--- config.mk ---
export PLATFORM = sky130hd
export DESIGN_NAME = sbep_core
export DESIGN_NICKNAME = d
export VERILOG_FILES = /design/src/logic/sbep_pkg.sv /design/src/logic/sbep_core.sv
export SDC_FILE = /design/constraint.sdc
export NUM_CORES = 1
export LEC_CHECK = 0
export ABC_CLOCK_PERIOD_IN_PS = 10400
export BUFFER_PORTS_ARGS = -buffer_cell sky130_fd_sc_hd__buf_2
export CAP_MARGIN = 20
export CORE_MARGIN = 4
export CORE_UTILIZATION = 25
export CTS_CLUSTER_DIAMETER = 100
export DETAILED_ROUTE_END_ITERATION = 16
export PLACE_DENSITY_LB_ADDON = 0.08
export SLEW_MARGIN = 15
export SYNTH_ARGS = -nofsm -noshare
export SYNTH_HDL_FRONTEND = slang
export SYNTH_SLANG_ARGS = --single-unit
--- constraint.sdc ---
create_clock -name clk -period 10.4 [get_ports clk]
set_input_delay 0.52 -clock clk [delete_from_list [all_inputs] [get_ports clk]]
set_output_delay 0.52 -clock clk [all_outputs]
set_load 0.03 [all_outputs]
--- src/logic/sbep_pkg.sv ---
// shared constants, types and state layout for the scsi bus event and parity block
package sbep_pkg;
    localparam int FIFO_DEPTH = 16;
    // register port offsets
    localparam logic [3:0] A_FIFO = 4'h2;
    localparam logic [3:0] A_CMD = 4'h3;
    localparam logic [3:0] A_STAT = 4'h4;
    localparam logic [3:0] A_INT = 4'h5;
    localparam logic [3:0] A_STEP = 4'h6;
    localparam logic [3:0] A_CNT = 4'h7;
    localparam logic [3:0] A_CFG1 = 4'h8;
    localparam logic [3:0] A_ID = 4'h9;
    localparam logic [3:0] A_CFG2 = 4'hb;
    // field positions
    localparam int B_RSTDIS = 1;
    localparam int B_PCHK = 4;
    localparam int B_PTEST = 5;
    localparam int B_SCSI2 = 3;
    localparam int I_SR = 1;
    localparam int I_RES = 2;
    localparam int I_FC = 3;
    localparam int I_RST = 7;
    localparam int S_PERR = 5;
    // commands
    localparam logic [7:0] C_FLUSH = 8'h01;
    localparam logic [7:0] C_DISC = 8'h27;
    localparam logic [7:0] C_SELECT = 8'h41;
    localparam logic [7:0] C_ENSEL = 8'h44;
    // sequence step codes
    localparam logic [2:0] STEP_ID = 3'h0;
    localparam logic [2:0] STEP_MSG = 3'h2;
    localparam logic [2:0] STEP_CMD = 3'h3;
    localparam logic [2:0] STEP_DONE = 3'h4;
    // command block lengths by group code, then message bytes left
    localparam logic [3:0] CDB_6 = 4'h6;
    localparam logic [3:0] CDB_10 = 4'ha;
    localparam logic [3:0] CDB_12 = 4'hc;
    localparam logic [1:0] MSG_TWO = 2'h2;
    localparam logic [1:0] MSG_ONE = 2'h1;

    typedef enum logic [5:0] {
        S_IDLE = 6'h01,
        S_BUSID = 6'h02,
        S_NULL = 6'h04,
        S_MSG = 6'h08,
        S_CMD = 6'h10,
        S_LSEL = 6'h20
    } sbep_seq_t;

    typedef struct packed {
        logic wr;
        logic rd;
        logic [3:0] addr;
        logic [7:0] wdata;
        logic wpar;
    } sbep_reg_req_t;

    typedef struct packed {
        logic sel;
        logic atn;
        logic rst;
        logic io;
        logic req;
        logic ack;
        logic [7:0] data;
        logic par;
    } sbep_scsi_in_t;

    typedef struct packed {
        sbep_seq_t st;
        sbep_scsi_in_t s1;
        sbep_scsi_in_t s2;
        sbep_scsi_in_t sd;
        logic dk1;
        logic dk2;
        logic dkd;
        logic [1:0] m1;
        logic [1:0] mode;
        logic [FIFO_DEPTH-1:0][8:0] fifo;
        logic [3:0] wp;
        logic [3:0] rp;
        logic [4:0] cnt;
        logic [7:0] cmd;
        logic [7:0] cfg1;
        logic [7:0] cfg2;
        logic [7:0] idr;
        logic [7:0] intr;
        logic [2:0] step;
        logic pend;
        logic lock;
        logic en_sel;
        logic conn;
        logic init;
        logic perr;
        logic atn_o;
        logic hs_o;
        logic hs_w;
        logic first;
        logic [1:0] msg_left;
        logic [3:0] cmd_left;
        logic [7:0] last;
        logic last_pe;
        logic [7:0] rdata;
        logic [15:0] dma_data;
        logic par_lo;
        logic par_hi;
        logic [7:0] sdata;
        logic spar;
    } sbep_state_t;
endpackage

--- src/logic/sbep_core.sv ---
// scsi bus initiated sequences, fifo with parity, and parity checking
//
// Strobed register access and the register addresses were chosen for this implementation.
`timescale 1ns/1ps
// Function
// - answer selection/reselection only when disconnected and enabled beforehand
// - local select clears selection enable once arbitration is won
// - bus event before queued command: flush fifo and command, lock writes until int read
// - function complete when we selected; selected interrupt when others selected us, reselected interrupt on reselection
// - first fifo byte is bus id, one bit per true data line
// - selected without atn: push null byte then request command bytes
// - parity error during target selection handling: interrupt and stop
// - atn true, scsi-2 clear: one message byte; stop on bad identify or parity
// - scsi-2 set: one message byte if atn drops, else two more
// - stop on bad identify, parity, atn dropping between bytes, atn held without scsi-2
// - command block follows at third or fifth byte, 6, 10 or 12 long
// - reselection leaves bus id plus one identify byte
// - rst pulse disconnects, resets sequencer, interrupts unless disabled
// - target parity error sets status flag and clears command register
// - initiator parity error sets flag, raises atn before ack release, no interrupt
// - parity test mode copies host data bits 7 and 15 onto host parity outputs
// - checking on: load received parity and report; off: store generated parity
// - parity bit travels through the fifo with its byte
// - host modes two and three: processor writes take generated parity
// - parity checked where bytes enter from or leave toward the scsi bus
module sbep_core import sbep_pkg::*; (
    // clock and reset
    input wire logic clk,
    input wire logic rst,
    // register port
    input wire sbep_reg_req_t reg_req,
    output logic [7:0] reg_rdata,
    // scsi pins
    input wire sbep_scsi_in_t scsi_in,
    output logic scsi_req_o,
    output logic scsi_ack_o,
    output logic scsi_atn_o,
    output logic [7:0] scsi_data_o,
    output logic scsi_parity_line,
    // on-chip sequencing partners
    input wire logic scsi_send,
    input wire logic bus_free,
    input wire logic arb_won,
    input wire logic sel_done,
    // host dma side
    input wire logic dma_acknowledge_n,
    input wire logic [1:0] host_mode,
    output logic [15:0] dma_data_o,
    output logic host_parity_low,
    output logic host_parity_high,
    // status
    output logic initiator_role,
    output logic connected
);
    sbep_state_t r;
    sbep_state_t n;
    logic rst_rise;
    logic sel_ok;
    logic ev;
    logic xfer;
    logic hs_in;
    logic cap;
    logic done;
    logic pe_cap;
    logic dpop;
    logic int_rd;
    logic wr_ok;
    logic host_data_bit_seven;
    logic host_data_bit_fifteen;
    logic [3:0] cdb_len;
    logic [3:0] rem;
    logic push;
    logic [8:0] push_v;

    function automatic logic gpar(input logic [7:0] d);
        return ~^d;
    endfunction

    assign rst_rise = r.s2.rst & ~r.sd.rst;
    assign sel_ok = r.s2.sel & ~r.sd.sel & (r.st == S_IDLE) & ~r.conn & r.en_sel
        & r.s2.data[r.idr[2:0]];
    assign ev = rst_rise | sel_ok;
    assign xfer = (r.st == S_MSG) | (r.st == S_CMD);
    assign hs_in = r.init ? r.s2.req : r.s2.ack;
    assign cap = xfer & (r.init ? (~r.hs_o & hs_in) : (r.hs_o & hs_in));
    assign done = xfer & (r.init ? (r.hs_o & ~hs_in) : (r.hs_w & ~hs_in));
    // odd parity over nine bits; only reported with checking on
    assign pe_cap = r.cfg1[B_PCHK] & ~(^{r.s2.data, r.s2.par});
    assign dpop = ~r.dk2 & r.dkd & (r.cnt >= 5'd2);
    assign int_rd = reg_req.rd & (reg_req.addr == A_INT);
    assign wr_ok = reg_req.wr & ~r.lock;

    always_comb begin
        case (r.last[7:5])
            3'h1, 3'h2: cdb_len = CDB_10;
            3'h5: cdb_len = CDB_12;
            default: cdb_len = CDB_6;
        endcase
    end

    always_comb begin
        n = r;
        rem = 4'h0;
        push = 1'b0;
        push_v = 9'h000;
        n.rdata = 8'h00;
        n.s1 = scsi_in;
        n.s2 = r.s1;
        n.sd = r.s2;
        n.dk1 = dma_acknowledge_n;
        n.dk2 = r.dk1;
        n.dkd = r.dk2;
        n.m1 = host_mode;
        n.mode = r.m1;
        // interrupt read clears first, so a flag set later in this cycle still wins
        if (int_rd) begin
            n.intr = 8'h00;
            n.lock = 1'b0;
            n.perr = 1'b0;
        end
        // pops: dma word, scsi byte, host byte
        if (dpop) begin
            n.dma_data = {r.fifo[r.rp + 4'h1][7:0], r.fifo[r.rp][7:0]};
            if (r.cfg1[B_PTEST]) begin
                n.par_lo = r.fifo[r.rp][7];
                n.par_hi = r.fifo[r.rp + 4'h1][7];
            end else begin
                n.par_lo = r.fifo[r.rp][8];
                n.par_hi = r.fifo[r.rp + 4'h1][8];
            end
            n.rp = r.rp + 4'h2;
            n.cnt = r.cnt - 5'd2;
        end
        if (scsi_send && n.cnt != 5'd0) begin
            n.sdata = n.fifo[n.rp][7:0];
            n.spar = n.fifo[n.rp][8];
            if (r.cfg1[B_PCHK] && ~^n.fifo[n.rp] == 1'b1) begin
                n.perr = 1'b1;
            end
            n.rp = n.rp + 4'h1;
            n.cnt = n.cnt - 5'd1;
        end
        // register reads
        if (reg_req.rd) begin
            case (reg_req.addr)
                A_FIFO: begin
                    n.rdata = n.fifo[n.rp][7:0];
                    if (n.cnt != 5'd0) begin
                        n.rp = n.rp + 4'h1;
                        n.cnt = n.cnt - 5'd1;
                    end
                end
                A_CMD: n.rdata = r.cmd;
                A_STAT: n.rdata = {2'h0, r.perr, 2'h0, r.atn_o, r.conn, r.init};
                A_INT: n.rdata = r.intr;
                A_STEP: n.rdata = {5'h00, r.step};
                A_CNT: n.rdata = {3'h0, r.cnt};
                A_CFG1: n.rdata = r.cfg1;
                A_ID: n.rdata = r.idr;
                A_CFG2: n.rdata = r.cfg2;
                default: n.rdata = 8'h00;
            endcase
        end
        // register writes
        if (wr_ok) begin
            case (reg_req.addr)
                A_FIFO: begin
                    push = 1'b1;
                    // modes two and three carry no host parity for processor bytes
                    push_v = {r.mode[1] ? gpar(reg_req.wdata) : reg_req.wpar,
                        reg_req.wdata};
                end
                A_CMD: begin
                    n.cmd = reg_req.wdata;
                    case (reg_req.wdata)
                        C_ENSEL: n.en_sel = 1'b1;
                        C_SELECT: n.pend = 1'b1;
                        C_FLUSH: begin
                            n.rp = 4'h0;
                            n.wp = 4'h0;
                            n.cnt = 5'd0;
                        end
                        C_DISC: begin
                            n.conn = 1'b0;
                            n.init = 1'b0;
                            n.atn_o = 1'b0;
                        end
                        default: n.pend = r.pend;
                    endcase
                end
                A_CFG1: n.cfg1 = reg_req.wdata;
                A_ID: n.idr = reg_req.wdata;
                A_CFG2: n.cfg2 = reg_req.wdata;
                default: n.cfg1 = n.cfg1;
            endcase
        end
        // a bus event beats a command still waiting to start
        if (ev && r.pend) begin
            n.rp = 4'h0;
            n.wp = 4'h0;
            n.cnt = 5'd0;
            n.cmd = 8'h00;
            n.pend = 1'b0;
            n.lock = 1'b1;
            push = 1'b0;
        end
        // byte capture during message and command phases
        if (cap) begin
            push = 1'b1;
            push_v = {r.cfg1[B_PCHK] ? r.s2.par : gpar(r.s2.data), r.s2.data};
            n.last = r.s2.data;
            n.last_pe = pe_cap;
            if (r.init) begin
                n.hs_o = 1'b1;
            end else begin
                n.hs_o = 1'b0;
                n.hs_w = 1'b1;
            end
            if (pe_cap) begin
                n.perr = 1'b1;
                if (r.init) begin
                    n.atn_o = 1'b1;
                end else begin
                    n.cmd = 8'h00;
                end
            end
        end else if (xfer && !r.init && !r.hs_o && !r.hs_w) begin
            n.hs_o = 1'b1;
        end
        if (done) begin
            n.hs_o = 1'b0;
            n.hs_w = 1'b0;
        end
        // sequencer
        if (rst_rise) begin
            n.st = S_IDLE;
            n.conn = 1'b0;
            n.init = 1'b0;
            n.hs_o = 1'b0;
            n.hs_w = 1'b0;
            n.atn_o = 1'b0;
            push = 1'b0;
            if (!r.cfg1[B_RSTDIS]) begin
                n.intr[I_RST] = 1'b1;
            end
        end else begin
            case (r.st)
                S_IDLE: begin
                    if (sel_ok) begin
                        n.st = S_BUSID;
                    end else if (r.pend && !r.conn && bus_free && r.cmd == C_SELECT) begin
                        n.st = S_LSEL;
                        n.pend = 1'b0;
                    end
                end
                S_LSEL: begin
                    if (arb_won) begin
                        n.en_sel = 1'b0;
                    end
                    if (sel_done) begin
                        n.intr[I_FC] = 1'b1;
                        n.conn = 1'b1;
                        n.init = 1'b1;
                        n.st = S_IDLE;
                    end
                end
                S_BUSID: begin
                    push = 1'b1;
                    push_v = {gpar(r.s2.data), r.s2.data};
                    n.conn = 1'b1;
                    n.init = r.s2.io;
                    n.step = STEP_ID;
                    n.first = 1'b1;
                    n.msg_left = 2'h0;
                    n.st = (r.s2.io || r.s2.atn) ? S_MSG : S_NULL;
                end
                S_NULL: begin
                    push = 1'b1;
                    push_v = {gpar(8'h00), 8'h00};
                    n.st = S_CMD;
                    n.step = STEP_CMD;
                end
                S_MSG: begin
                    if (done) begin
                        if (r.last_pe || (r.msg_left == 2'h0 && r.last[7])) begin
                            n.intr[r.init ? I_RES : I_SR] = 1'b1;
                            n.st = S_IDLE;
                        end else if (r.init) begin
                            n.intr[I_RES] = 1'b1;
                            n.step = STEP_DONE;
                            n.st = S_IDLE;
                        end else if (r.msg_left == 2'h0) begin
                            n.step = STEP_MSG;
                            if (!r.s2.atn) begin
                                n.st = S_CMD;
                                n.step = STEP_CMD;
                            end else if (!r.cfg2[B_SCSI2]) begin
                                n.intr[I_SR] = 1'b1;
                                n.st = S_IDLE;
                            end else begin
                                n.msg_left = MSG_TWO;
                            end
                        end else if (r.msg_left == MSG_TWO) begin
                            if (!r.s2.atn) begin
                                n.intr[I_SR] = 1'b1;
                                n.st = S_IDLE;
                            end else begin
                                n.msg_left = MSG_ONE;
                            end
                        end else begin
                            n.st = S_CMD;
                            n.step = STEP_CMD;
                        end
                    end
                end
                S_CMD: begin
                    if (done) begin
                        rem = r.first ? (cdb_len - 4'h1) : (r.cmd_left - 4'h1);
                        n.first = 1'b0;
                        n.cmd_left = rem;
                        if (r.last_pe) begin
                            n.intr[I_SR] = 1'b1;
                            n.st = S_IDLE;
                        end else if (rem == 4'h0) begin
                            n.intr[I_SR] = 1'b1;
                            n.step = STEP_DONE;
                            n.st = S_IDLE;
                        end
                    end
                end
                default: n.st = S_IDLE;
            endcase
        end
        // single write port; a full fifo drops the byte
        if (push && n.cnt != 5'(FIFO_DEPTH)) begin
            n.fifo[n.wp] = push_v;
            n.wp = n.wp + 4'h1;
            n.cnt = n.cnt + 5'd1;
        end
    end

    always_ff @(posedge clk) begin
        if (rst) begin
            r <= '0;
            r.st <= S_IDLE;
            r.dk1 <= 1'b1;
            r.dk2 <= 1'b1;
            r.dkd <= 1'b1;
        end else begin
            r <= n;
        end
    end

    assign host_data_bit_seven = r.dma_data[7];
    assign host_data_bit_fifteen = r.dma_data[15];
    assign reg_rdata = r.rdata;
    assign scsi_req_o = r.hs_o & ~r.init;
    assign scsi_ack_o = r.hs_o & r.init;
    assign scsi_atn_o = r.atn_o;
    assign scsi_data_o = r.sdata;
    assign scsi_parity_line = r.spar;
    assign dma_data_o = r.dma_data;
    assign host_parity_low = r.par_lo;
    assign host_parity_high = r.par_hi;
    assign initiator_role = r.init;
    assign connected = r.conn;
endmodule

After elaboration in Yosys (flattened, before gate mapping)
Index checks and enable logic that the tools add are counted.
{"block": "op_classes", "addsub": 11, "order_cmp": 10, "n_eq_ne": 41, "n_mux": 142, "bitwise_logic": 33, "reduce_logical": 47}
{"op": "$bmux 9 s4", "count": 4}
{"op": "$bwmux 144", "count": 1}
{"op": "$mux 9", "count": 13}
{"op": "$mux 6", "count": 14}
{"op": "$pmux 8 s9", "count": 1}
{"op": "$mux 8", "count": 8}
{"op": "$mux 1", "count": 52}
{"op": "$mux 45", "count": 1}
{"op": "$mux 21", "count": 2}
{"op": "$demux 9 s4", "count": 1}
{"op": "$pmux 6 s6", "count": 1}
{"op": "$mux 2", "count": 16}
{"op": "$mux 3", "count": 9}
{"op": "$lt 4x5->1 const B", "count": 5}
{"op": "$eq 8x7->1 const B", "count": 3}
{"op": "$mux 11", "count": 2}
{"op": "$and 1x1->1", "count": 19}
{"op": "$pmux 9 s2", "count": 1}
{"op": "$add 4x1->4 const B", "count": 4}
{"op": "$eq 4x3->1 const B", "count": 4}
{"op": "$mux 4", "count": 4}
{"op": "$reduce_xnor 8->1", "count": 2}
{"op": "$logic_and 1x1->1", "count": 13}
{"op": "$mux 13", "count": 1}
{"op": "other kinds (59)", "count": 103}
{"block": "word_totals", "ff_bits": 305, "in_bits": 39, "out_inout_bits": 40}

Longest topological paths before layout
{"block": "depth", "ltp_word": 20, "ltp_mapped": 24, "depth_no_buf": 19}

Worst setup path before layout
Ideal clock, no wire load.
{"block": "synth_path", "kind": "register to register", "startpoint": "register r[104] (netlist name)", "endpoint": "register r[161] (netlist name)", "setup_ps": 129, "arrival_time_ps": 4233, "t_required_ps": 10271, "slack_ps": 6039, "stages_incl_launch_ff": 22, "path_buffers": 3, "period_less_slack_ps": 4361, "path_cell_list": "dfxtp_1 inv_1 ha_1 or3b_4 o21a_1 buf_6 xnor2_1 inv_1 ha_1 o211ai_1 o21a_1 xor2_1 a41oi_1 a22o_1 and2_1 inv_1 ha_1 nand4b_1 buf_2 nand3_1 clkbuf_1 o21ai_0"}
{"block": "synth_between", "elab_chain_cells": 16, "elab_cells_between_ends": 19, "cone_classes": "add/sub (3); order compare (1); eq/ne (1); mux (9); bitwise (1); reduce/logical (4)"}
{"item": "start, declared", "line": "sbep_core.sv:55", "text": "sbep_state_t r;"}
{"item": "start signal, assigned", "line": "sbep_core.sv:350", "text": "r <= n;"}
{"item": "$ge 5x2->1", "line": "sbep_core.sv:89", "text": "assign dpop = ~r.dk2 & r.dkd & (r.cnt >= 5'd2);"}
{"item": "$and 1x1->1", "line": "sbep_core.sv:89"}
{"item": "$mux 9 *", "line": "sbep_core.sv:122", "text": "if (dpop) begin"}
{"item": "branches (longest 2 deep; another with $sub 5x1->5)"}
{"item": "$mux 9 *", "line": "sbep_core.sv:134", "text": "if (scsi_send && n.cnt != 5'd0) begin"}
{"item": "$sub 5x1->5 or $reduce_bool 5->1 (tied branches)", "line": "sbep_core.sv:150, sbep_core.sv:148"}
{"item": "$mux 9", "line": "sbep_core.sv:148", "text": "if (n.cnt != 5'd0) begin"}
{"item": "$mux 9", "line": "sbep_core.sv:145", "text": "case (reg_req.addr)"}
{"item": "$mux 9 *", "line": "sbep_core.sv:144", "text": "if (reg_req.rd) begin"}
{"item": "$mux 13", "line": "sbep_core.sv:175", "text": "case (reg_req.wdata)"}
{"item": "$mux 21", "line": "sbep_core.sv:166", "text": "case (reg_req.addr)"}
{"item": "$mux 45 *", "line": "sbep_core.sv:165", "text": "if (wr_ok) begin"}
{"item": "$mux 21 *", "line": "sbep_core.sv:198", "text": "if (ev && r.pend) begin"}
{"item": "$ne 5x5->1 *", "line": "sbep_core.sv:335", "text": "if (push && n.cnt != 5'(FIFO_DEPTH)) begin"}
{"item": "$logic_and 1x1->1 *", "line": "sbep_core.sv:335"}
Every way passes the cells marked *.
A chain may end at the register's enable or synchronous reset.

Worst setup path after layout
{"block": "layout_path", "startpoint": "register r[104] (netlist name)", "endpoint": "register r[158] (netlist name)"}
Same word-level chain as after synthesis.

==> results by stage <==
Pwr:
- The cell area power density is 210 nW/µm².
- After layout, the design draws a total of 4.06 mW.
- The total leakage power is around 6.8 nW.
- The worst-case IR drop observed on VDD is approximately 0.11 mV.

Worst setup path:
- For the worst setup path, the data required time is around 11 ns.
- Data arrives at the worst endpoint at 6.77 ns.
- The nature of the critical path startpoint is a flip-flop.
- The register-to-register path setup slack is 4.01 ns.
- The depth of the worst register-to-register path is 18.
- Traced cell by cell, the critical path runs through inv_1, ha_1, or3b_4, o21a_1, xnor2_1, inv_1, ha_1, o211ai_1, o21a_1, xor2_1, a41oi_1, a22o_1, and2_1, inv_1, ha_1, nand4b_1, nand3_1, o21ai_0.
- The worst setup path is of the flip-flop to flip-flop kind.
- The endpoint of the most critical register-to-register path is r[158].
- The delay of the slowest critical-path stage is 1.18 ns.
- The cell at the slowest stage of the critical path is nand3_1.
- The type of element capturing the critical path is a flip-flop.
- The worst register-to-register path begins at r[104].
- Along the worst path, the maximum fanout reaches 21.

Drt:
- The pre-antenna-repair detailed-routing pass consisted of 5 iterations.
- The final routed DRC violation total is 0.
- The number of violations reported at the end of detailed-routing iteration 0 is 1,109.
- In the routed layout, each cell is associated on average with a via count of 5.31.
- The per-cell routed wire length is 24.8 µm.
- In this run the remaining antenna-violating nets after routing total 0.
- Summed over all layers, the routed wires come to 67.3 mm.
- The via count of the routed design is 14,400.

Min path:
- The path category of the worst min-delay check is input port to flip-flop.
- The end point of the most critical hold path is n[265].
- The worst hold path depth is 2.
- The startpoint identified for the worst hold timing path is dma_acknowledge_n.

Placement:
- The placer congestion estimate is 0.819.
- The number of port buffers is 77.
- Summed over all nets, the half-perimeter wirelength after detailed placement is 46.2 mm.
- Before CTS, the worst setup slack after placement is 3.91 ns.

Die:
- For this configuration, the core starts out at a cell density of between 20% and 30%.
- The placement row count is 95.
- The vertical extent of the die is approximately 270 µm.
- The die covers 72,200 µm².
- During I/O placement, the number of pins put on the boundary was 79.
- The overall die width is 269 µm.
- The placeable core area is just under 70,000 µm².

STA:
- The worst-margin pin slew is approximately 1.1 ns.
- The share of the cycle needed by the critical path after routing is 61.5%.
- Setup repair after global routing left no endpoint under its margin.
- The worst setup skew after layout is 0.0353 ns.
- Timing would allow up to 0.156 GHz.
- The number of failing hold endpoints at the final stage is 0.
- The tightest slew margin relative to the limit is between 20 and 25%.
- The max-slew violation total from the final report is 0.
- Adding up every negative setup slack in the final design gives 0 ns.
- The final count of negative-setup-slack endpoints is 0.
- Once routing completed, OpenROAD measured the worst setup slack at between 4 and 5 ns.
- The minimum clock period is between 6 and 7 ns.

Yosys:
- For this run, the number of Yosys warnings is 0.
- The most used flip-flop cell after synthesis is dfxtp_1.
- The register bit count reported by yosys is slightly below 300.
- The synthesized net count is 1,883.
- The average instance in the mapped netlist occupies 9.34 µm².
- The synthesized instance count is ~1,800.
- The register area share after synthesis is between 30% and 40%.
- The count of cell types in the netlist is 80.
- Counting flops with a built-in enable in the synthesized netlist gives 0.
- For this run, asynchronously set or reset flops after synthesis account for 0%.
- After synthesis the cells add up to 17,000 µm².

Flow run:
- Max-cap violations in this run came to 0.

Global route:
- The total congestion overflow is 0.
- The total routing resource utilization after global routing is 18.4%.
- The global-route wire length before repair is 98.1 mm.
- Entering global routing, the biggest net connects 107 pins.
- The number of global-route vias before repair is between 10,000 and 15,000.
- The initial antenna violation count is 1.

Clock network:
- The tree is rooted in a clkbuf_16.
- The clock insertion delay at the later pin of the skew report is 0.57 ns.
- Post-CTS repair changed the size of 0 cells.
- The number of clock buffers added by TritonCTS is 39.
- The number of clock sinks seen by CTS is 294.
- The cts-stage hold buffer count is 0.
- After clock tree synthesis, the clock-pin slew on the worst setup and hold paths is 0.06 ns.
- TritonCTS built the clock tree.
- The number of setup buffers added after CTS is 0.
- The number of buffers on the longest clock path is 3.
- The CTS H-tree depth is 2.

Final layout:
- The most common library cell in the layout ignoring fill and taps is dfxtp_1.
- Relative to the synthesized area, the layout overhead comes to 14.2%.
- The post-route netlist has 18.1% of its cells at a drive strength greater than 1.
- After the last flow step, the layout net total stands at 1,869.
- The top cell types in the final layout, fill and taps aside, are dfxtp_1, o21ai_0, nand3b_1.
- The layout has just over 7,000 filler cells.

Outcome:
- The run finished with clean final reports.
## registers in the layout, indices dropped and copies added, names as in the netlist, 8 cells and up
register / flops
scsi_data_o: 8
r: 223
reg_rdata: 8
dma_data_o: 16
n: 33
## final cells by class
type                    instances  area, µm²  share of cell area, %
repair buffers                122        742                   3.83
clock inverters                17        228                   1.17
inverters                      30        115                  0.594
well taps                     873       1090                   5.63
multi-input cells            1317      10200                   52.5
diodes                          2       5.00                 0.0258
flip-flops and latches        294       5890                   30.4
clock buffers                  55       1140                   5.86
## metal layers
metal / GRT usage (%) / wire (µm)
met5: 0 / 0
met4: 6.15 / 2290
met3: 3.08 / 3800
met2: 30.3 / 31600
met1: 24.6 / 29600
## cell usage after synthesis, types with 7 or more instances
library cell  count  share of area [%]
o21a_1            7               0.31
ha_1             26                1.9
mux4_2           97                 13
mux2i_1          49                2.9
nand2b_1          7               0.26
mux4_1           17                2.6
buf_4            33                1.5
xnor2_1          39                2.0
a22o_1            8               0.41
a211oi_1          9               0.40
o22ai_1          66                2.4
and3_1            7               0.26
buf_2            17               0.50
and2_1            9               0.33
or3_1             8               0.29
nand2_1         131                2.9
or2_2            13               0.48
nor3_1           51                1.5
o21ai_0         186                5.5
inv_1            28               0.62
a21oi_1          84                2.5
a22oi_1          15               0.66
dfxtp_1         294                 35
mux2_2           15               0.99
nor3b_1          10               0.44
buf_1            26               0.57
o211ai_1          9               0.40
nand3_1          40                1.2
nor2b_1          50                1.8
nand3b_1        146                6.5
a31oi_1           7               0.26
clkbuf_1         96                2.1
nor2_1          120                2.7
## where the power goes
part / switching (mW) / leakage, nW / total (mW) / internal, mW
clock network: 0.549 / 0.676 / 1.44 / 0.888
registers: 0.0765 / 2.38 / 1.23 / 1.16
logic: 0.871 / 3.73 / 1.39 / 0.523
## how the worst max path moves through the flow
stage | endpoint | startpoint | slack, ns
6_report | r[158] | r[104] | 4.01
5_1_grt | r[158] | r[104] | 3.44
4_1_cts | r[177] | r[104] | 3.90
3_5_place_dp | r[177] | r[104] | 3.91
3_3_place_gp | r[181] | r[104] | 3.95
2_1_floorplan | r[161] | r[104] | 6.04
## critical path, delay by kind of cell, from the launching register on
kind            cells  cell delay [ns]
flops               1             0.37
buf+inv             3             0.43
simple gates        4             2.44
xor+xnor            2             0.67
fa+ha+maj           3             0.61
compound gates      6             1.68
## kinds of logic after synthesis
kind of cell	Yosys count	synth area share (%)
AO/OA/AOI/OAI	445	15.7
XOR/XNOR	47	2.66
adder cells (fa/ha/maj)	26	1.92
buffers and inverters	207	5.74
flip-flops	294	34.7
multiplexers	178	19.4
AND/OR/NAND/NOR	621	20.0
## metrics by stage
step	area (µm²)	utilization [%]	std cells	hold WS, ns
after floorplan	17000	-	1818	0.389
after global placement	18000	26.7	2632	0.401
after detailed placement	18000	26.8	2634	0.402
after CTS	19400	28.8	2706	0.122
after global routing	19400	28.8	2708	0.141
final	19400	28.8	2710	0.151
(Power assumes the default switching activity.)
